<file path="config.mk">
export PLATFORM = sky130hd
export DESIGN_NAME = mcs_top
export DESIGN_NICKNAME = d
export VERILOG_FILES = /design/src/mcs_pkg.sv /design/src/mcs_qual.sv /design/src/mcs_top.sv
export SDC_FILE = /design/constraint.sdc
export NUM_CORES = 1
export LEC_CHECK = 0
export ABC_CLOCK_PERIOD_IN_PS = 2700
export BUFFER_PORTS_ARGS = -buffer_cell sky130_fd_sc_hd__buf_2
export CAP_MARGIN = 15
export CORE_ASPECT_RATIO = 1.75
export CORE_MARGIN = 3
export CORE_UTILIZATION = 40
export DETAILED_ROUTE_END_ITERATION = 8
export SLEW_MARGIN = 30
export SYNTH_ARGS = -nofsm -noshare
export SYNTH_HDL_FRONTEND = slang
export SYNTH_SLANG_ARGS = --single-unit
</file>
<file path="constraint.sdc">
create_clock -name clk_i -period 2.7 [get_ports clk_i]
set_input_delay 0.135 -clock clk_i [delete_from_list [all_inputs] [get_ports clk_i]]
set_output_delay 0.135 -clock clk_i [all_outputs]
set_load 0.03 [all_outputs]
</file>
<file path="src/mcs_pkg.sv">
// constants shared by the modem control supervisor
`default_nettype none
package mcs_pkg;
    // ========================================
    // clock and supervision tick
    localparam int CLK_MHZ         = 10;
    localparam int TICK_US         = 1000;
    localparam int TICK_CYCLES_DEF = TICK_US * CLK_MHZ;
    localparam int US_PER_MS       = 1000;
    // ========================================
    // supervision intervals; one extra tick absorbs the prescaler phase
    localparam int DSR_QUAL_MS     = 10;
    localparam int CD_LOSS_MS      = 1280;
    localparam int CTS_DROP_MS     = 10;
    localparam int CTS_TMO_MS      = 30000;
    localparam int DSR_QUAL_TICKS  = DSR_QUAL_MS * US_PER_MS / TICK_US + 1;
    localparam int CD_LOSS_TICKS   = CD_LOSS_MS * US_PER_MS / TICK_US + 1;
    localparam int CTS_DROP_TICKS  = CTS_DROP_MS * US_PER_MS / TICK_US + 1;
    localparam int CTS_TMO_TICKS   = CTS_TMO_MS * US_PER_MS / TICK_US + 1;
    // new signal pulse width
    localparam int NS_PULSE_US     = 10;
    localparam int NS_PULSE_CYC    = NS_PULSE_US * CLK_MHZ;
    localparam int NS_W            = $clog2(NS_PULSE_CYC + 1);
    // ========================================
    // register map (byte addresses)
    localparam int ADR_W           = 8;
    localparam logic [7:0] ADR_CTRL = 8'h00;
    localparam logic [7:0] ADR_STAT = 8'h04;
    localparam logic [7:0] ADR_EVT  = 8'h08;
    localparam logic [7:0] ADR_MASK = 8'h0c;
    // control fields
    localparam int CTRL_DTR        = 0;
    localparam int CTRL_HDX        = 1;
    localparam int CTRL_START      = 2;
    localparam int CTRL_NEWSIG     = 3;
    localparam int CTRL_AA         = 4;
    // status fields
    localparam int ST_DSR          = 0;
    localparam int ST_CTS          = 1;
    localparam int ST_CD           = 2;
    localparam int ST_RING         = 3;
    localparam int ST_DTR          = 4;
    localparam int ST_RTS          = 5;
    localparam int ST_TXEN         = 6;
    localparam int ST_RXEN         = 7;
    localparam int ST_DSR_SEEN     = 8;
    // event fields
    localparam int EV_W            = 3;
    localparam int EV_DSR          = 0;
    localparam int EV_CD           = 1;
    localparam int EV_CTS          = 2;
    localparam logic [EV_W-1:0] EV_RST = 3'h0;
    // ========================================
    // request to send sequence
    typedef enum logic [1:0] {RS_IDLE, RS_CTS_WAIT, RS_ON} mcs_rts_type;
endpackage : mcs_pkg
`default_nettype wire

</file>
<file path="src/mcs_qual.sv">
// tick counter that qualifies a condition held for a number of ticks
`default_nettype none
module mcs_qual #(
    parameter int LIMIT = 10
) (
    input  wire logic clk_i,
    input  wire logic rst_i,
    input  wire logic tick_i,
    input  wire logic run_i,
    output logic      done_o
);
    localparam int CW = $clog2(LIMIT + 1);

    if (LIMIT < 1) begin : g_bad_limit
        $error("mcs_qual: LIMIT must be at least 1");
    end

    logic [CW-1:0] cnt_r;
    logic [CW-1:0] cnt_nxt;
    logic          done_r;
    logic          done_nxt;

    // ========================================
    // count ticks while the condition holds, one pulse on reaching limit
    always_comb begin
        cnt_nxt  = cnt_r;
        if (!run_i) begin
            cnt_nxt = '0;
        end else if (tick_i && cnt_r != CW'(LIMIT)) begin
            cnt_nxt = cnt_r + 1'b1;
        end
        done_nxt = run_i && (cnt_nxt == CW'(LIMIT)) && (cnt_r != CW'(LIMIT));
    end

    always_ff @(posedge clk_i) begin
        if (rst_i) begin
            cnt_r  <= '0;
            done_r <= 1'b0;
        end else begin
            cnt_r  <= cnt_nxt;
            done_r <= done_nxt;
        end
    end

    assign done_o = done_r;
endmodule : mcs_qual
`default_nettype wire

</file>
<file path="src/mcs_top.sv">
// modem control supervisor with wishbone register slave
// Notes on behaviour
// assert terminal ready when ready; hold it while the connection is wanted
// modem drops the line on terminal ready off, after sending pending data
// modem may read terminal ready off as power loss or cable fault
// pulse new signal briefly before a new tributary message begins
// modem resets receive timing recovery on the new signal pulse
// in half duplex, block reception while transmission is in progress
// once modem ready seen, report every later fall as disconnect event
// modem ready counts as dropped only after a full qualified low interval
// transmit starts inhibited; allowed only with modem ready and rts/cts handshake
// carrier low longer than loss interval raises a carrier loss event
// each supervision sequence runs concurrently and independently
// host reads modem leads and writes control leads through registers
// on qualified ready drop, resync tx/rx, idle them, then drop terminal ready; the code raises line reset and drops terminal ready in the same cycle
// before rts, wait bounded time for cts to drop, else assume constant
// cts not returned in timeout: disconnect event, reset tx/rx, drop terminal ready
// all timers derive from the controller clock through a fine tick; the new signal pulse counts controller clocks directly
//
// The register addresses and register access over Wishbone were left to the implementer.
`default_nettype none
module mcs_top
    import mcs_pkg::*;
#(
    parameter int TICK_CYCLES = TICK_CYCLES_DEF
) (
    input  wire logic             clk_i,
    input  wire logic             rst_i,
    // wishbone slave
    input  wire logic             cyc_i,
    input  wire logic             stb_i,
    input  wire logic             we_i,
    input  wire logic [ADR_W-1:0] adr_i,
    input  wire logic [3:0]       sel_i,
    input  wire logic [31:0]      dat_i,
    output logic [31:0]           dat_o,
    output logic                  ack_o,
    output logic                  irq_o,
    // modem leads
    input  wire logic             dsr_i,
    input  wire logic             cts_i,
    input  wire logic             cd_i,
    input  wire logic             ring_i,
    output logic                  dtr_o,
    output logic                  rts_o,
    output logic                  new_sig_o,
    // line unit side
    input  wire logic             tx_active_i,
    output logic                  tx_enable_o,
    output logic                  rx_enable_o,
    output logic                  line_reset_o
);
    localparam int TW = $clog2(TICK_CYCLES);

    if (TICK_CYCLES < 2) begin : g_bad_tick
        $error("mcs_top: TICK_CYCLES must be at least 2");
    end

    // ========================================
    // supervision tick prescaler
    logic [TW-1:0] tick_cnt_r;
    logic [TW-1:0] tick_cnt_nxt;
    logic          tick_r;
    logic          tick_nxt;

    // one tick pulse per TICK_CYCLES clocks
    always_comb begin
        tick_nxt     = (tick_cnt_r == TW'(TICK_CYCLES - 1));
        tick_cnt_nxt = tick_nxt ? '0 : tick_cnt_r + 1'b1;
    end

    always_ff @(posedge clk_i) begin
        if (rst_i) begin
            tick_cnt_r <= '0;
            tick_r     <= 1'b0;
        end else begin
            tick_cnt_r <= tick_cnt_nxt;
            tick_r     <= tick_nxt;
        end
    end

    // ========================================
    // state
    logic            dtr_r, dtr_nxt;
    logic            rts_r, rts_nxt;
    logic            dsr_seen_r, dsr_seen_nxt;
    logic            cd_seen_r, cd_seen_nxt;
    logic            txen_r, txen_nxt;
    logic            rxen_r, rxen_nxt;
    logic            lres_r, lres_nxt;
    logic            hdx_r, hdx_nxt;
    logic            start_r, start_nxt;
    logic            aa_r, aa_nxt;
    logic [NS_W-1:0] ns_cnt_r, ns_cnt_nxt;
    logic            ns_r, ns_nxt;
    logic [EV_W-1:0] ev_r, ev_nxt;
    logic [EV_W-1:0] mask_r, mask_nxt;
    logic            irq_r, irq_nxt;
    logic            ack_r, ack_nxt;
    logic [31:0]     dat_r, dat_nxt;
    mcs_rts_type     rs_r, rs_nxt;
    logic            dsr_done, cd_done, ctsw_done, ctst_done;
    logic            fault;
    logic            wr;
    logic [EV_W-1:0] ev_set;

    // ========================================
    // independent qualification timers
    mcs_qual #(.LIMIT(DSR_QUAL_TICKS)) u_dsr (
        .clk_i  (clk_i),
        .rst_i  (rst_i),
        .tick_i (tick_r),
        .run_i  (dsr_seen_r && !dsr_i),
        .done_o (dsr_done)
    );
    mcs_qual #(.LIMIT(CD_LOSS_TICKS)) u_cd (
        .clk_i  (clk_i),
        .rst_i  (rst_i),
        .tick_i (tick_r),
        .run_i  (cd_seen_r && !cd_i),
        .done_o (cd_done)
    );
    mcs_qual #(.LIMIT(CTS_DROP_TICKS)) u_ctsw (
        .clk_i  (clk_i),
        .rst_i  (rst_i),
        .tick_i (tick_r),
        .run_i  (rs_r == RS_CTS_WAIT),
        .done_o (ctsw_done)
    );
    mcs_qual #(.LIMIT(CTS_TMO_TICKS)) u_ctst (
        .clk_i  (clk_i),
        .rst_i  (rst_i),
        .tick_i (tick_r),
        .run_i  (rs_r == RS_ON && !cts_i),
        .done_o (ctst_done)
    );

    assign fault  = dsr_done || ctst_done;
    assign wr     = cyc_i && stb_i && we_i && ack_r && sel_i[0];
    assign ev_set = {ctst_done, cd_done, dsr_done};

    // ========================================
    // lead supervision next state
    always_comb begin
        dtr_nxt      = dtr_r;
        hdx_nxt      = hdx_r;
        start_nxt    = start_r;
        aa_nxt       = aa_r;
        rs_nxt       = rs_r;
        ns_cnt_nxt   = ns_cnt_r;
        dsr_seen_nxt = dsr_seen_r || dsr_i;
        cd_seen_nxt  = cd_seen_r || cd_i;
        if (dsr_done) begin
            dsr_seen_nxt = 1'b0;
        end
        if (cd_done) begin
            cd_seen_nxt = 1'b0;
        end
        // host control writes
        if (wr && adr_i == ADR_CTRL) begin
            dtr_nxt   = dat_i[CTRL_DTR];
            hdx_nxt   = dat_i[CTRL_HDX];
            start_nxt = dat_i[CTRL_START];
            aa_nxt    = dat_i[CTRL_AA];
            if (dat_i[CTRL_NEWSIG]) begin
                ns_cnt_nxt = NS_W'(NS_PULSE_CYC);
            end
        end else if (ns_cnt_r != '0) begin
            ns_cnt_nxt = ns_cnt_r - 1'b1;
        end
        // auto answer raises terminal ready on ring
        if (aa_r && ring_i) begin
            dtr_nxt = 1'b1;
        end
        // request to send sequence
        case (rs_r)
            RS_IDLE: begin
                if (start_r && dtr_r && dsr_i) begin
                    rs_nxt = cts_i ? RS_CTS_WAIT : RS_ON;
                end
            end
            RS_CTS_WAIT: begin
                if (!cts_i || ctsw_done) begin
                    rs_nxt = RS_ON;
                end
                if (!start_r || !dtr_r) begin
                    rs_nxt = RS_IDLE;
                end
            end
            RS_ON: begin
                if (!start_r || !dtr_r) begin
                    rs_nxt = RS_IDLE;
                end
            end
            default: rs_nxt = RS_IDLE;
        endcase
        // disconnect: resync line, idle sequences, drop terminal ready
        if (fault) begin
            rs_nxt    = RS_IDLE;
            start_nxt = 1'b0;
            dtr_nxt   = 1'b0;
        end
        rts_nxt  = (rs_nxt == RS_ON);
        lres_nxt = fault;
        txen_nxt = rts_r && dtr_r && dsr_seen_r && dsr_i && cts_i && !fault;
        rxen_nxt = dtr_r && !(hdx_r && (tx_active_i || txen_r));
        ns_nxt   = (ns_cnt_nxt != '0);
    end

    always_ff @(posedge clk_i) begin
        if (rst_i) begin
            dtr_r      <= 1'b0;
            rts_r      <= 1'b0;
            dsr_seen_r <= 1'b0;
            cd_seen_r  <= 1'b0;
            txen_r     <= 1'b0;
            rxen_r     <= 1'b0;
            lres_r     <= 1'b0;
            hdx_r      <= 1'b0;
            start_r    <= 1'b0;
            aa_r       <= 1'b0;
            ns_cnt_r   <= '0;
            ns_r       <= 1'b0;
            rs_r       <= RS_IDLE;
        end else begin
            dtr_r      <= dtr_nxt;
            rts_r      <= rts_nxt;
            dsr_seen_r <= dsr_seen_nxt;
            cd_seen_r  <= cd_seen_nxt;
            txen_r     <= txen_nxt;
            rxen_r     <= rxen_nxt;
            lres_r     <= lres_nxt;
            hdx_r      <= hdx_nxt;
            start_r    <= start_nxt;
            aa_r       <= aa_nxt;
            ns_cnt_r   <= ns_cnt_nxt;
            ns_r       <= ns_nxt;
            rs_r       <= rs_nxt;
        end
    end

    // ========================================
    // bus slave, events and interrupt next state
    always_comb begin
        ack_nxt  = cyc_i && stb_i && !ack_r;
        dat_nxt  = dat_r;
        ev_nxt   = ev_r;
        mask_nxt = mask_r;
        if (wr && adr_i == ADR_EVT) begin
            ev_nxt = ev_r & ~dat_i[EV_W-1:0];
        end
        if (wr && adr_i == ADR_MASK) begin
            mask_nxt = dat_i[EV_W-1:0];
        end
        ev_nxt  = ev_nxt | ev_set; // set wins over clear
        irq_nxt = |(ev_nxt & mask_nxt);
        if (ack_nxt) begin
            dat_nxt = '0; // unmapped reads zero
            case (adr_i)
                ADR_CTRL: begin
                    dat_nxt[CTRL_DTR]   = dtr_r;
                    dat_nxt[CTRL_HDX]   = hdx_r;
                    dat_nxt[CTRL_START] = start_r;
                    dat_nxt[CTRL_AA]    = aa_r;
                end
                ADR_STAT: begin
                    dat_nxt[ST_DSR]      = dsr_i;
                    dat_nxt[ST_CTS]      = cts_i;
                    dat_nxt[ST_CD]       = cd_i;
                    dat_nxt[ST_RING]     = ring_i;
                    dat_nxt[ST_DTR]      = dtr_r;
                    dat_nxt[ST_RTS]      = rts_r;
                    dat_nxt[ST_TXEN]     = txen_r;
                    dat_nxt[ST_RXEN]     = rxen_r;
                    dat_nxt[ST_DSR_SEEN] = dsr_seen_r;
                end
                ADR_EVT:  dat_nxt[EV_W-1:0] = ev_r;
                ADR_MASK: dat_nxt[EV_W-1:0] = mask_r;
                default:  dat_nxt = '0;
            endcase
        end
    end

    always_ff @(posedge clk_i) begin
        if (rst_i) begin
            ack_r  <= 1'b0;
            dat_r  <= '0;
            ev_r   <= EV_RST;
            mask_r <= EV_RST;
            irq_r  <= 1'b0;
        end else begin
            ack_r  <= ack_nxt;
            dat_r  <= dat_nxt;
            ev_r   <= ev_nxt;
            mask_r <= mask_nxt;
            irq_r  <= irq_nxt;
        end
    end

    // ========================================
    // outputs
    assign dat_o        = dat_r;
    assign ack_o        = ack_r;
    assign irq_o        = irq_r;
    assign dtr_o        = dtr_r;
    assign rts_o        = rts_r;
    assign new_sig_o    = ns_r;
    assign tx_enable_o  = txen_r;
    assign rx_enable_o  = rxen_r;
    assign line_reset_o = lres_r;

    // ========================================
    // checks
    int dsr_low_cnt;
    int cd_low_cnt;
    always_ff @(posedge clk_i) begin
        dsr_low_cnt <= (rst_i || dsr_i) ? 0 : dsr_low_cnt + 1;
        cd_low_cnt  <= (rst_i || cd_i) ? 0 : cd_low_cnt + 1;
    end

    chk_hdx_rx_block: assert property (@(posedge clk_i) disable iff (rst_i)
        hdx_r && tx_active_i |=> !rx_enable_o) else $error("rx enabled during half duplex tx");
    chk_tx_gate_leads: assert property (@(posedge clk_i) disable iff (rst_i)
        tx_enable_o |-> $past(rts_o && dtr_o && dsr_i && cts_i)) else $error("tx enabled without handshake");
    chk_dsr_qual_time: assert property (@(posedge clk_i) disable iff (rst_i)
        dsr_done |-> dsr_low_cnt >= (DSR_QUAL_TICKS - 1) * TICK_CYCLES) else $error("ready drop too early");
    chk_dsr_drop_event: assert property (@(posedge clk_i) disable iff (rst_i)
        dsr_done |=> ev_r[EV_DSR]) else $error("ready drop not reported");
    chk_drop_dtr_off: assert property (@(posedge clk_i) disable iff (rst_i)
        dsr_done |=> line_reset_o && !dtr_o && !rts_o) else $error("drop did not clear line");
    chk_cd_loss_time: assert property (@(posedge clk_i) disable iff (rst_i)
        cd_done |-> cd_low_cnt >= (CD_LOSS_TICKS - 1) * TICK_CYCLES ##1 ev_r[EV_CD]) else $error("carrier loss");
    chk_cts_fail_clear: assert property (@(posedge clk_i) disable iff (rst_i)
        ctst_done |=> ev_r[EV_CTS] && !dtr_o && line_reset_o) else $error("cts failure not handled");
    chk_dtr_hold_fall: assert property (@(posedge clk_i) disable iff (rst_i)
        $fell(dtr_o) |-> $past(fault || wr)) else $error("terminal ready fell unasked");
    chk_new_sig_width: assert property (@(posedge clk_i) disable iff (rst_i)
        $rose(new_sig_o) |-> new_sig_o [*8]) else $error("new signal pulse too short");
    chk_rts_cts_wait: assert property (@(posedge clk_i) disable iff (rst_i)
        $rose(rts_o) |-> $past(!cts_i || ctsw_done)) else $error("rts raised early");
    chk_irq_cause: assert property (@(posedge clk_i) disable iff (rst_i)
        irq_o |-> |(ev_r & mask_r)) else $error("interrupt without cause");

    cov_dsr_drop: cover property (@(posedge clk_i) disable iff (rst_i) dsr_done);
    cov_cts_fail: cover property (@(posedge clk_i) disable iff (rst_i) ctst_done);
    cov_tx_on: cover property (@(posedge clk_i) disable iff (rst_i) $rose(tx_enable_o));
    cov_cd_loss: cover property (@(posedge clk_i) disable iff (rst_i) cd_done);
endmodule : mcs_top
`default_nettype wire

</file>
Yosys cells after proc, flatten, opt, wreduce, memory -nomap -nowiden --
Cells that the tools add are included.
Operators by class: shifts and indexed selects 0, reduce and logical (&&, ||, !) cells 57, mux-type cells 26, bitwise operators 4, divide/modulo/power cells 0, $add $sub $neg 6, $mul 0, equality and inequality tests 15, magnitude comparators 0
Operators with widths (count):
- 1-bit logical AND | 33
- 15-bit 2-to-1 mux | 2
- 11-bit 2-to-1 mux | 2
- 7-bit 2-to-1 mux | 3
- 4-bit 2-to-1 mux | 5
- 8-bit by 4-bit equality test with 1-bit output (second input constant) | 2
- 15-bit by 1-bit adder with 15-bit output (second input constant) | 1
- 15-bit equality test (second input constant) | 1
- 15-bit inequality test (second input constant) | 1
- 14-bit by 1-bit adder with 14-bit output (second input constant) | 1
- 14-bit equality test (second input constant) | 1
- 7-bit nonzero test | 2
- 2-bit 2-to-1 mux | 6
- 3-bit case mux with 4 select lines | 1
- 11-bit by 1-bit adder with 11-bit output (second input constant) | 1
- 11-bit equality test (second input constant) | 1
- 11-bit inequality test (second input constant) | 1
- 4-bit by 1-bit adder with 4-bit output (second input constant) | 2
- 4-bit equality test (second input constant) | 2
- 8-bit by 3-bit equality test with 1-bit output (second input constant) | 1
- 1-bit logical NOT | 8
- 8-bit logical NOT | 1
- 4-bit inequality test (second input constant) | 2
- 2-bit OR reduction | 4
- 14 further kinds | 24
Storage, ports and cells: bits in read-only memories 0, register bits 90, input port bits 54, memories 0, bits in latches 0, bits in writable memories 0, logic and storage cells 136

Longest topological paths before layout --
Gate-level depths: netlist of run 1.
depth in word-level cells 9, mapped depth 8, depth with buffers taken out 8

By module --
A second synthesis of run 1 with hierarchy kept.
Second synthesis, totals: cell total of the unflattened synthesis 539, area, all modules 4663.2 sq um
Modules (own cells, without submodules):
- mcs_top | cells an instance 284, area an instance 2491.1 sq um, instances 1
- mcs_qual at u_ctst | cells an instance 119, area an instance 947.2 sq um, instances 1
- mcs_qual at u_cd | cells an instance 80, area an instance 704.4 sq um, instances 1
- mcs_qual at u_ctsw ... | cells an instance 28, area an instance 260.2 sq um, instances 2

Worst setup path after synthesis of run 1 --
No wires, ideal clock.
path type register to register, from register ack_r, in the netlist ack_o, to register ns_cnt_r[3], stages on the path, launching flop included 7, path slack 0.731 ns, data arrival time 1.904 ns, required time 2.635 ns, setup time 0.065 ns, cells stage by stage dfxtp_1 nand4b_1 nor4_4 nor2_2 nand3b_1 mux2_2 nor2_1
Between the ends: longest elaborated chain between the ends 4
Ends and longest elaborated chain:
- from (decl) | RTL line mcs_top.sv:99 | logic ack_r, ack_nxt;
- from (signal assigned) | RTL line mcs_top.sv:292 | ack_r <= ack_nxt;
- 1-bit logical AND (2 in a row) | RTL line mcs_top.sv:139 | assign wr = cyc_i && stb_i && we_i && ack_r && sel_i[0];
- 1-bit logical AND | RTL line mcs_top.sv:160 | if (wr && adr_i == ADR_CTRL) begin
- 7-bit 2-to-1 mux | RTL line mcs_top.sv:160
- to (signal assigned) | RTL line mcs_top.sv:236 | ns_cnt_r <= ns_cnt_nxt;
- to (decl) | RTL line mcs_top.sv:94 | logic [NS_W-1:0] ns_cnt_r, ns_cnt_nxt;
Every way passes these cells. A chain may end at the register's enable or synchronous reset.

Final worst setup path of run 1 --
from register u_ctst.cnt_r[0], to register u_ctst.done_r, in the netlist u_ctst.done_o
Between the ends: longest elaborated chain between the ends 7, elaborated cells between the ends (all ways) 8
Ends and longest elaborated chain:
- from (decl) | RTL line mcs_qual.sv:18 | logic [CW-1:0] cnt_r;
- from (signal assigned) | RTL line mcs_qual.sv:40 | cnt_r <= cnt_nxt;
- branches (longest 6 deep; another with 15-bit by 1-bit adder with 15-bit output)
- 1-bit logical AND (*) | RTL line mcs_qual.sv:32 | done_nxt = run_i && (cnt_nxt == CW'(LIMIT)) && (cnt_r != CW'(LIMIT));
- to (signal assigned) | RTL line mcs_qual.sv:41 | done_r <= done_nxt;
- to (decl) | RTL line mcs_qual.sv:20 | logic done_r;
Every way passes the cells marked *.

==> results.sh, run 1 <==
export IMPL_synth_top_family_by_area="simple AND/OR/NAND/NOR gates"
export IMPL_syn_inst=544
export IMPL_crit_type="flip-flop to flip-flop"
export IMPL_drv_cap=0
export IMPL_worstMarginPinSlew_ns=0.671
export IMPL_slew_viol_final=0
export IMPL_n_antenna_cell=0
export IMPL_fin_crit_sh=0.806
export IMPL_cts_setup_buffers=0
export IMPL_dpl_cell_area_sq_mm=0.00484
export IMPL_antenna_found_initial=0
export IMPL_track_usage=0.158
export IMPL_hold_path_class="input pin to flip-flop"
export IMPL_grt_pass1_vias=3655
export IMPL_seq_area_sq_mm=0.00180
export IMPL_grt_pass1_wl_mm=16.5
export IMPL_grt_remaining_overflow=0
export IMPL_fill_cells=1133
export IMPL_final_common_cell="nor2_1"
export IMPL_cp_required_ns=2.95
export IMPL_max_vdd_ir_drop_mv=0.554
export IMPL_yosys_top_cells_area="dfxtp_1, nor2_1, xor2_1"
export IMPL_synthFlopType="dfxtp_1"
export IMPL_wirelength_mm=9.88
export IMPL_async_flop_share=0
export IMPL_ys_seq_area_frac=0.393
export IMPL_synthSimpleGateAreaFrac=0.300
export IMPL_grt_max_degree=41
export IMPL_via_per_inst=5.30
export IMPL_dieArea_sq_mm=0.0128
export IMPL_end_kind="flip-flop"
export IMPL_critPathArrivalTime_ns=2.43
export IMPL_drc=0
export IMPL_final_setup_viol_count=0
export IMPL_dr_pass1_iters=4
export IMPL_critPathMaxFanout=8
export IMPL_gp_congestion=0.845
export IMPL_crit_path_start_kind="flip-flop"
export IMPL_drtIter0Drc=229
export IMPL_nets=642
export IMPL_fp_coreArea_sq_mm=0.0112
export IMPL_fp_row_count=51
export IMPL_status="completed"
export IMPL_ys_warn_count=0
export IMPL_hold_buffers=0
export IMPL_most_common_layout_cells="nor2_1, dfxtp_1, buf_2, nand2_1, nand3_1"
export IMPL_initial_core_util=0.411
export IMPL_port_buffers=40
export IMPL_skew_ns=0.00575
export IMPL_post_route_cell_area_sq_mm=0.00514
export IMPL_place_hpwl_mm=7.38
export IMPL_cts_resized=0
export IMPL_dp_slack_ns=0.526
export IMPL_yosys_mux_area_fraction=0.0423
export IMPL_cts_htree_levels=3
export IMPL_cts_max_path_buffers=2
export IMPL_fin_crit_ns=2.18
export IMPL_max_freq_mhz=460
export IMPL_hold_viol=0
export IMPL_fin_setup_tns_ns=0
export IMPL_fin_ws_ns=0.525
export IMPL_routed_via_count=3797
export IMPL_rsz0062_at_grt="no"
export IMPL_synth_edff_count=0
export IMPL_leakage_nw=1.96
export IMPL_syn2layout_area_growth_pct=12.1
export IMPL_clockRootBuffer="clkbuf_16"
export IMPL_synth_top_area_frac=0.393
export IMPL_insertion_delay_ns=0.34
export IMPL_post_drt_wl_per_cell_um=13.8
export IMPL_yosys_area_top_type="dfxtp_1"
export IMPL_synth_xor_area_frac=0.0840
export IMPL_cts_tree="built"
export IMPL_ys_seq_elements=90
export IMPL_synth_area_sq_mm=0.00459
export IMPL_avgSynthCellArea_sq_um=8.43
export IMPL_synth_cell_types=61
export IMPL_multi_input_area_sq_mm=0.00257
export IMPL_fin_util=0.460
export IMPL_io_pins=94
export IMPL_p_per_area_mw_per_mm2=619
export IMPL_dieHeight_um=148
export IMPL_synth_compound_area_frac=0.0938
export IMPL_clock_sinks=90
export IMPL_die_w_um=87.0
export IMPL_cts_buffers=9
export IMPL_clk_pin_slew_ns=0.07
export IMPL_synthAdderAreaFrac=0.0218
export IMPL_drive_above_1_share=0.137
export IMPL_antenna_left=0
export IMPL_slew_headroom=0.547
layout make-up:
cell class | instances | area share
clock inverter | 5 | 0.0119
tap | 132 | 0.0321
clock buffer | 11 | 0.0472
multi-input combinational | 420 | 0.500
sequential | 90 | 0.350
timing repair buffer | 47 | 0.0492
inverter | 12 | 0.00876
cell usage after synthesis (all sizes together) (2+ instances only):
library cell / instances
nor2: 102
dfxtp: 90
nand2: 37
nand3: 26
buf: 25
xor2: 25
clkbuf: 19
xnor2: 19
a21oi: 18
nand4: 14
nor3: 14
inv: 12
and3: 11
a22oi: 10
mux2i: 10
nand2b: 10
nor4: 10
o21ai: 10
ha: 8
nor2b: 7
and4: 4
and4b: 4
nand3b: 4
and2: 3
mux4: 3
nor3b: 3
nor4b: 3
o22ai: 3
or3b: 3
or4: 3
a2111oi: 2
a21boi: 2
a21o: 2
a31oi: 2
and3b: 2
mux2: 2
nand4b: 2
o211ai: 2
o32ai: 2
or2: 2
or3: 2
registers in the layout (all words and copies together) (netlist names), 2 cells and up:
signal	cells
dat_o	9
ev_r	3
mask_r	3
ns_cnt_r	7
rs_r	2
tick_cnt_r	14
u_cd.cnt_r	11
u_ctst.cnt_r	15
u_ctsw.cnt_r	4
u_dsr.cnt_r	4
per-layer routing:
| metal | share of wire | vias to the layer above | wire length, um | global-route usage |
|---|---|---|---|---|
| met5 | 0 | - | 0 | 0 |
| met3 | 0.039 | 13 | 383 | 0.0290 |
| met2 | 0.55 | 75 | 5460 | 0.297 |
| met1 | 0.39 | 1784 | 3870 | 0.166 |
| li1 | - | 1925 | - | - |
| met4 | 0.018 | 0 | 174 | 0.0671 |
cells by family after synthesis:
kind of cell,after synthesis
adder cells (fa/ha/maj),8
XOR/XNOR,44
other,1
multiplexers,15
AND/OR/NAND/NOR,267
buffers and inverters,56
AO/OA/AOI/OAI,63
flip-flops,90
critical path: stages, from the launching register on:
cell	delay, ns
dfxtp_1	0.49
ha_1	0.35
nand2_1	0.11
a2111oi_0	0.56
o2111a_1	0.29
o2111ai_1	0.10
a211oi_1	0.18
final timing paths:
check / start / endpoint / slack [ns] / depth (start not counted)
max reg2reg: u_ctst.cnt_r[0] / u_ctst.done_o / 0.52 / 6
min: dat_i[4] / aa_r / 0.04 / 3
max: u_ctst.cnt_r[0] / u_ctst.done_o / 0.52 / 6
min reg2reg: u_cd.done_o / cd_seen_r / 0.44 / 1
per-stage QoR:
step / cells / hold slack [ns] / power, mW
final: 717 / 0.0384 / 3.18
after CTS: 717 / 0.0272 / 3.23
after floorplan: 566 / 0.261 / 1.86
after global placement: 701 / 0.384 / 1.93
after detailed placement: 701 / 0.388 / 1.94
after global routing: 717 / 0.0819 / 3.33
power breakdown:
group	total, mW	internal, mW	switching (mW)
combinational	0.500	0.202	0.298
sequential	1.41	1.37	0.0423
clock	1.27	0.749	0.522
total	3.18	2.32	0.862
(Power assumes the default switching activity.)
==> run 2, diff against run 1 <==
--- a/config.mk
+++ b/config.mk
@@ -5,7 +5,8 @@
 export SDC_FILE = /design/constraint.sdc
 export NUM_CORES = 1
 export LEC_CHECK = 0
-export ABC_CLOCK_PERIOD_IN_PS = 2700
+export ABC_AREA = 1
+export ABC_CLOCK_PERIOD_IN_PS = 1800
 export BUFFER_PORTS_ARGS = -buffer_cell sky130_fd_sc_hd__buf_2
 export CAP_MARGIN = 15
 export CORE_ASPECT_RATIO = 1.75
==> constraint.sdc (replaced) <==
create_clock -name clk_i -period 1.8 [get_ports clk_i]
set_input_delay 0.09 -clock clk_i [delete_from_list [all_inputs] [get_ports clk_i]]
set_output_delay 0.09 -clock clk_i [all_outputs]
set_load 0.03 [all_outputs]
==> run 2 against run 1 <==
Clock-buffer cell count decreased by 2; sequential power increased by 50%; largest cell class unchanged; core utilization increased by 2.5 points; largest power group unchanged; synthesized cell count increased by 37%; critical path type unchanged; non-clock buffer count increased by 29.
==> results.sh, run 2 <==
export IMPL_status="completed"
export IMPL_post_drt_wl_per_cell_um=12.2
export IMPL_fp_row_count=52
export IMPL_dr_pass1_iters=4
export IMPL_fp_coreArea_sq_mm=0.0117
export IMPL_max_freq_mhz=597
export IMPL_reg2reg_from="u_ctst.cnt_r[0]"
export IMPL_worstPathCellList="ha_1 -> nand3_2 -> inv_1 -> nand2_1 -> nor2_1 -> nand4_1 -> nand2_1 -> nand2_1 -> nor2_1 -> nand3_1 -> nor2_1"
export IMPL_min_from="ring_i"
export IMPL_wirelength_mm=11.7
export IMPL_p_per_area_mw_per_mm2=849
export IMPL_slew_viol_final=0
export IMPL_avgSynthCellArea_sq_um=6.50
export IMPL_dp_slack_ns=0.0562
export IMPL_r2r_cells=11
export IMPL_drtIter0Drc=141
export IMPL_synth_compound_area_frac=0.0774
export IMPL_yosys_area_top_type="dfxtp_1"
export IMPL_cp_slowest_cell="dfxtp_2"
export IMPL_place_hpwl_mm=9.09
export IMPL_cts_buffers=9
export IMPL_antenna_found_initial=0
export IMPL_dieHeight_um=152
export IMPL_routed_via_count=4749
export IMPL_regMostFlops="u_ctst.cnt_r"
export IMPL_crit_buf_inv=1
export IMPL_end_kind="flip-flop"
export IMPL_final_setup_viol_count=0
export IMPL_clock_sinks=90
export IMPL_holdPathStages=3
export IMPL_fin_crit_ns=1.68
export IMPL_port_buffers=40
export IMPL_fin_ws_ns=0.125
export IMPL_timing_rr_end="u_ctst.done_o"
export IMPL_cts_tree="built"
export IMPL_critPathMaxFanout=4
export IMPL_syn2layout_area_growth_pct=17.2
export IMPL_fin_util=0.485
export IMPL_max_stage_delay_ns=0.37
export IMPL_max_vdd_ir_drop_mv=0.427
export IMPL_cts_htree_levels=3
export IMPL_synth_top_area_frac=0.372
export IMPL_grt_max_degree=25
export IMPL_initial_core_util=0.414
export IMPL_cp_required_ns=2.08
export IMPL_insertion_delay_ns=0.34
export IMPL_n_antenna_cell=0
export IMPL_drv_cap=0
export IMPL_yosys_top_cells_area="dfxtp_1, nand2_1, nor2_1"
export IMPL_ys_seq_area_frac=0.372
export IMPL_final_common_cell="nand2_1"
export IMPL_hold_path_class="input pin to flip-flop"
export IMPL_most_common_layout_cells="nand2_1, nor2_1, dfxtp_1, inv_1, nand3_1"
export IMPL_crit_type="flip-flop to flip-flop"
export IMPL_syn_inst=746
export IMPL_ys_seq_elements=90
export IMPL_synthSimpleGateAreaFrac=0.383
export IMPL_via_per_inst=4.95
export IMPL_synthAdderAreaFrac=0.0207
export IMPL_critPathArrivalTime_ns=1.96
export IMPL_grt_pass1_vias=4712
export IMPL_track_usage=0.180
export IMPL_yosys_mux_area_fraction=0
export IMPL_synth_most_common_cell="nand2_1"
export IMPL_dieArea_sq_mm=0.0135
export IMPL_die_w_um=89.2
export IMPL_nets=881
export IMPL_grt_remaining_overflow=0
export IMPL_fin_crit_sh=0.931
export IMPL_synthTopCellsByCount="nand2_1, nor2_1, dfxtp_1, inv_1, nand3_1"
export IMPL_io_pins=94
export IMPL_clk_pin_slew_ns=0.07
export IMPL_top_regs="u_ctst.cnt_r x15, tick_cnt_r x14, u_cd.cnt_r x11"
export IMPL_skew_ns=0.00722
export IMPL_ys_warn_count=0
export IMPL_synthFlopType="dfxtp_1"
export IMPL_hold_viol=0
export IMPL_critPathTopFamily="simple AND/OR/NAND/NOR gates"
export IMPL_async_flop_share=0
export IMPL_grt_pass1_wl_mm=19.4
export IMPL_synth_area_sq_mm=0.00485
export IMPL_synth_top_family_by_area="simple AND/OR/NAND/NOR gates"
export IMPL_cts_max_path_buffers=2
export IMPL_clockRootBuffer="clkbuf_16"
export IMPL_drc=0
export IMPL_antenna_left=0
export IMPL_drive_above_1_share=0.146
export IMPL_ff2ff_setup_slack_ns=0.12
export IMPL_largest_reg_flops=15
export IMPL_synth_cell_types=38
export IMPL_crit_path_start_kind="flip-flop"
export IMPL_synth_xor_area_frac=0.0289
export IMPL_gp_congestion=0.913
export IMPL_leakage_nw=2.49
export IMPL_synth_edff_count=0
export IMPL_worstHoldEndpoint="dat_o[3]"
run 2: cell types whose count changed in the layout (fill, tap and decap cells not counted), sizes merged, moves of 13 or more:
cell	before	now
nand2	37	202
inv	14	88
o21ai	10	24
xnor2	19	4
xor2	25	12
buf	47	74
nand3	26	58
a21oi	18	34
nor2	102	138
run 2: final cells by class:
class / count / area, sq um
clock buffer: 9 / 225
clock inverter: 7 / 75.1
fill: 1205 / 6030
inverter: 85 / 319
multi-input combinational: 557 / 2610
sequential: 90 / 1810
tap: 135 / 169
timing repair buffer: 76 / 475
run 2: worst max-delay path by stage:
stage	startpoint	to	slack [ns]	cells past startpoint
finish	u_ctst.cnt_r[0]	u_ctst.done_o	0.12	11
global route	u_ctst.cnt_r[0]	u_ctst.done_o	-0.005	11
floorplan	ack_o	new_sig_o	0.22	9
detailed placement	u_ctst.cnt_r[1]	u_ctst.done_o	0.06	14
global placement	u_ctst.cnt_r[1]	u_ctst.done_o	0.08	14
CTS	u_ctst.cnt_r[0]	u_ctst.done_o	0.03	11
run 2: cells by family after synthesis:
kind of cell | count (synthesis)
AND/OR/NAND/NOR | 441
XOR/XNOR | 16
adder cells (fa/ha/maj) | 8
flip-flops | 90
AO/OA/AOI/OAI | 69
buffers and inverters | 121
other | 1
run 2: power by group:
group	total (mW)	switching (mW)	internal, mW
Combinational	0.797	0.497	0.300
Clock	1.91	0.819	1.09
Sequential	2.12	0.0567	2.06
Total	4.82	1.37	3.45
run 2: layer usage:
layer  vias up  routed length, um  track usage
met5         -                  0            0
met4         0                398       0.0909
met3        28                403       0.0319
met2        92               6550        0.355
met1      2166               4320        0.169
li1       2463                  -            -
run 2: what timing repair did:
action,4_1_cts,5_1_grt
hold buffers,2,0
setup buffers,0,2
setup endpoints to repair,0,6
resized for setup,0,21
hold endpoints to repair,2,0
run 2: tightest hold or removal path: stages:
cell	delay [ns]
buf_2	0.11
nand2_1	0.06
a21oi_1	0.06
run 2: metrics by stage:
step	setup TNS [ns]	power (mW)	std cells	area [sq um]	hold slack [ns]
finish	0	4.82	959	5680	0.0258
global route	-0.00550	5.09	959	5680	0.0294
CTS	0	4.84	957	5610	0.0158
detailed placement	0	2.90	939	5290	0.351
global placement	0	2.88	939	5290	0.352
floorplan	0	2.77	768	4930	0.176
==> run 3, diff against run 2 <==
--- a/config.mk
+++ b/config.mk
@@ -13,7 +13,9 @@
 export CORE_MARGIN = 3
 export CORE_UTILIZATION = 40
 export DETAILED_ROUTE_END_ITERATION = 8
+export SETUP_SLACK_MARGIN = 0.4
 export SLEW_MARGIN = 30
 export SYNTH_ARGS = -nofsm -noshare
 export SYNTH_HDL_FRONTEND = slang
+export SYNTH_HIERARCHICAL = 1
 export SYNTH_SLANG_ARGS = --single-unit
==> run 3 against run 2 <==
Clock power is 4% higher; synthesized cell count is 2.5% higher; first-iteration DRC count is 50% higher; worst hold slack better by 0.0062 ns; critical path depth is 3 higher; clock skew is 0.0014 ns lower; design area is 18% higher; register-to-register slack better by 0.02 ns; critical path type unchanged.
==> results.sh, run 3 <==
export IMPL_routed_via_count=5148
export IMPL_critPathArrivalTime_ns=1.94
export IMPL_syn_inst=765
export IMPL_slew_viol_final=0
export IMPL_grt_remaining_overflow=0
export IMPL_skew_ns=0.00583
export IMPL_wirelength_mm=13.1
export IMPL_hold_path_class="input pin to flip-flop"
export IMPL_synth_most_common_cell="nand2_1"
export IMPL_drc=0
export IMPL_avgSynthCellArea_sq_um=6.61
export IMPL_p_per_area_mw_per_mm2=894
export IMPL_most_common_layout_cells="nand2_1, nor2_1, inv_1, dfxtp_1, nand3_1"
export IMPL_fin_setup_tns_ns=0
export IMPL_final_common_cell="nand2_1"
export IMPL_dr_pass1_iters=4
export IMPL_fin_crit_ns=1.66
export IMPL_regMostFlops="u_ctst/cnt_r"
export IMPL_nets=929
export IMPL_status="completed"
export IMPL_n_antenna_cell=0
export IMPL_fin_crit_sh=0.921
export IMPL_synth_cell_types=38
export IMPL_cts_max_path_buffers=2
export IMPL_async_flop_share=0
export IMPL_post_route_cell_area_sq_mm=0.00670
export IMPL_ys_seq_area_frac=0.357
export IMPL_syn2layout_area_growth_pct=32.5
export IMPL_top_regs="u_ctst/cnt_r x15, tick_cnt_r x14, u_cd/cnt_r x11"
export IMPL_antenna_left=0
export IMPL_fp_row_count=53
export IMPL_gp_congestion=0.884
export IMPL_yosys_top_cells_area="dfxtp_1, nand2_1, nor2_1"
export IMPL_post_drt_wl_per_cell_um=12.6
export IMPL_synth_top_area_frac=0.357
export IMPL_grt_pass1_vias=5012
export IMPL_synth_edff_count=0
export IMPL_crit_type="flip-flop to flip-flop"
export IMPL_dieHeight_um=155
export IMPL_dieArea_sq_mm=0.0141
export IMPL_dpl_cell_area_sq_mm=0.00550
export IMPL_initial_core_util=0.414
export IMPL_fin_util=0.549
export IMPL_max_vdd_ir_drop_mv=0.513
export IMPL_cts_htree_levels=3
export IMPL_clock_sinks=90
export IMPL_drtIter0Drc=211
export IMPL_clk_pin_slew_ns=0.07
export IMPL_ys_warn_count=6
export IMPL_crit_path_start_kind="flip-flop"
export IMPL_insertion_delay_ns=0.34
export IMPL_clockRootBuffer="clkbuf_16"
export IMPL_drive_above_1_share=0.327
export IMPL_grt_max_degree=27
export IMPL_cts_buffers=9
export IMPL_synthTopCellsByCount="nand2_1, nor2_1, dfxtp_1, inv_1, nand3_1"
export IMPL_yosys_area_top_type="dfxtp_1"
export IMPL_ys_seq_elements=90
export IMPL_antenna_found_initial=0
export IMPL_via_per_inst=4.97
export IMPL_io_pins=94
export IMPL_grt_pass1_wl_mm=21.6
export IMPL_port_buffers=40
export IMPL_synthFlopType="dfxtp_1"
export IMPL_max_freq_mhz=603
export IMPL_end_kind="flip-flop"
export IMPL_critPathMaxFanout=5
export IMPL_leakage_nw=2.84
export IMPL_drv_cap=0
export IMPL_hold_viol=0
export IMPL_cp_required_ns=2.08
export IMPL_die_w_um=91.0
export IMPL_rsz0062_at_grt="yes"
export IMPL_place_hpwl_mm=8.98
export IMPL_fp_coreArea_sq_mm=0.0122
export IMPL_track_usage=0.182
export IMPL_cts_tree="built"
export IMPL_largest_reg_flops=15
export IMPL_final_setup_viol_count=0
export IMPL_synth_area_sq_mm=0.00505
[run 3: cell count changes after synthesis, moves of 5 or more]
| cell | before | now |
|---|---|---|
| inv_1 | 84 | 76 |
| nand2_1 | 198 | 206 |
| nand2_2 | 4 | 10 |
| nand3_1 | 58 | 72 |
| nand3_2 | 0 | 5 |
| nand4_1 | 17 | 24 |
| nor2_1 | 132 | 118 |
| nor2_2 | 5 | 14 |
| nor2_4 | 1 | 7 |
| o21ai_0 | 23 | 11 |
[run 3: where the power goes]
group	leakage (nW)	switching, mW	internal (mW)
combinational	1.94	0.984	0.819
clock	0.154	0.814	1.17
sequential	0.743	0.110	2.08
total	2.84	1.91	4.08
[run 3: kinds of logic after synthesis]
| kind of cell | Yosys count | share of synthesized area |
|---|---|---|
| and+or+nand+nor | 483 | 0.433 |
| xor gates and xnor gates | 12 | 0.0208 |
| other | 1 | 0.000742 |
| buffers and inverters | 119 | 0.110 |
| adders and majority gates | 9 | 0.0223 |
| DFF | 90 | 0.357 |
| AOI/OAI and AO/OA | 51 | 0.0567 |
[run 3: repair_timing]
item	CTS	global route
resized for setup	68	103
setup buffers	19	17
gates cloned	2	2
hold endpoints to repair	1	0
hold buffers	1	0
pin swaps	32	57
setup endpoints to repair	33	41
[run 3: cell type report]
class	instances	area [sq um]
clock inverter	6	72.6
inverter	84	329
multi-input combinational	581	3280
clock buffer	10	250
timing repair buffer	100	698
fill	1144	5510
sequential	90	1860
tap	165	206
[run 3: final timing paths]
check / start / endpoint / slack [ns] / depth (start not counted)
worst max register to register: u_ctst/cnt_r[1] / u_ctst/done_o / 0.14 / 14
worst max-delay path: u_ctst/cnt_r[1] / u_ctst/done_o / 0.14 / 14
worst min register to register: u_cd/done_o / cd_seen_r / 0.42 / 1
worst min-delay path: ring_i / dat_o[3] / 0.03 / 3
[run 3: through the flow]
| stage | setup slack, ns | power (mW) | hold slack, ns | instances |
|---|---|---|---|---|
| 2_1_floorplan | 0.223 | 3.12 | 0.162 | 787 |
| 3_3_place_gp | 0.00949 | 3.28 | 0.369 | 979 |
| 3_5_place_dp | 0.00928 | 3.31 | 0.368 | 979 |
| 4_1_cts | 0.211 | 5.54 | 0.0194 | 1017 |
| 5_1_grt | 0.0436 | 6.32 | 0.0204 | 1036 |
| 6_report | 0.142 | 5.98 | 0.0321 | 1036 |
[run 3: critical path, stage by stage (launching register included)]
cell	delay [ns]
dfxtp_4	0.37
inv_4	0.07
ha_4	0.16
nand2_4	0.06
nor2_4	0.09
nand2_2	0.07
nor2_4	0.16
nor2_4	0.08
nand2_1	0.06
nand2_1	0.05
inv_1	0.06
nand2_1	0.07
nor2_2	0.15
nand3_1	0.09
nor2_1	0.08
[run 3: per-layer routing]
metal,share of wire,vias to the layer above,track usage
met4,0.025,0,0.0820
met3,0.040,34,0.0370
met5,0,-,0
li1,-,2596,-
met2,0.57,134,0.349
met1,0.37,2384,0.185
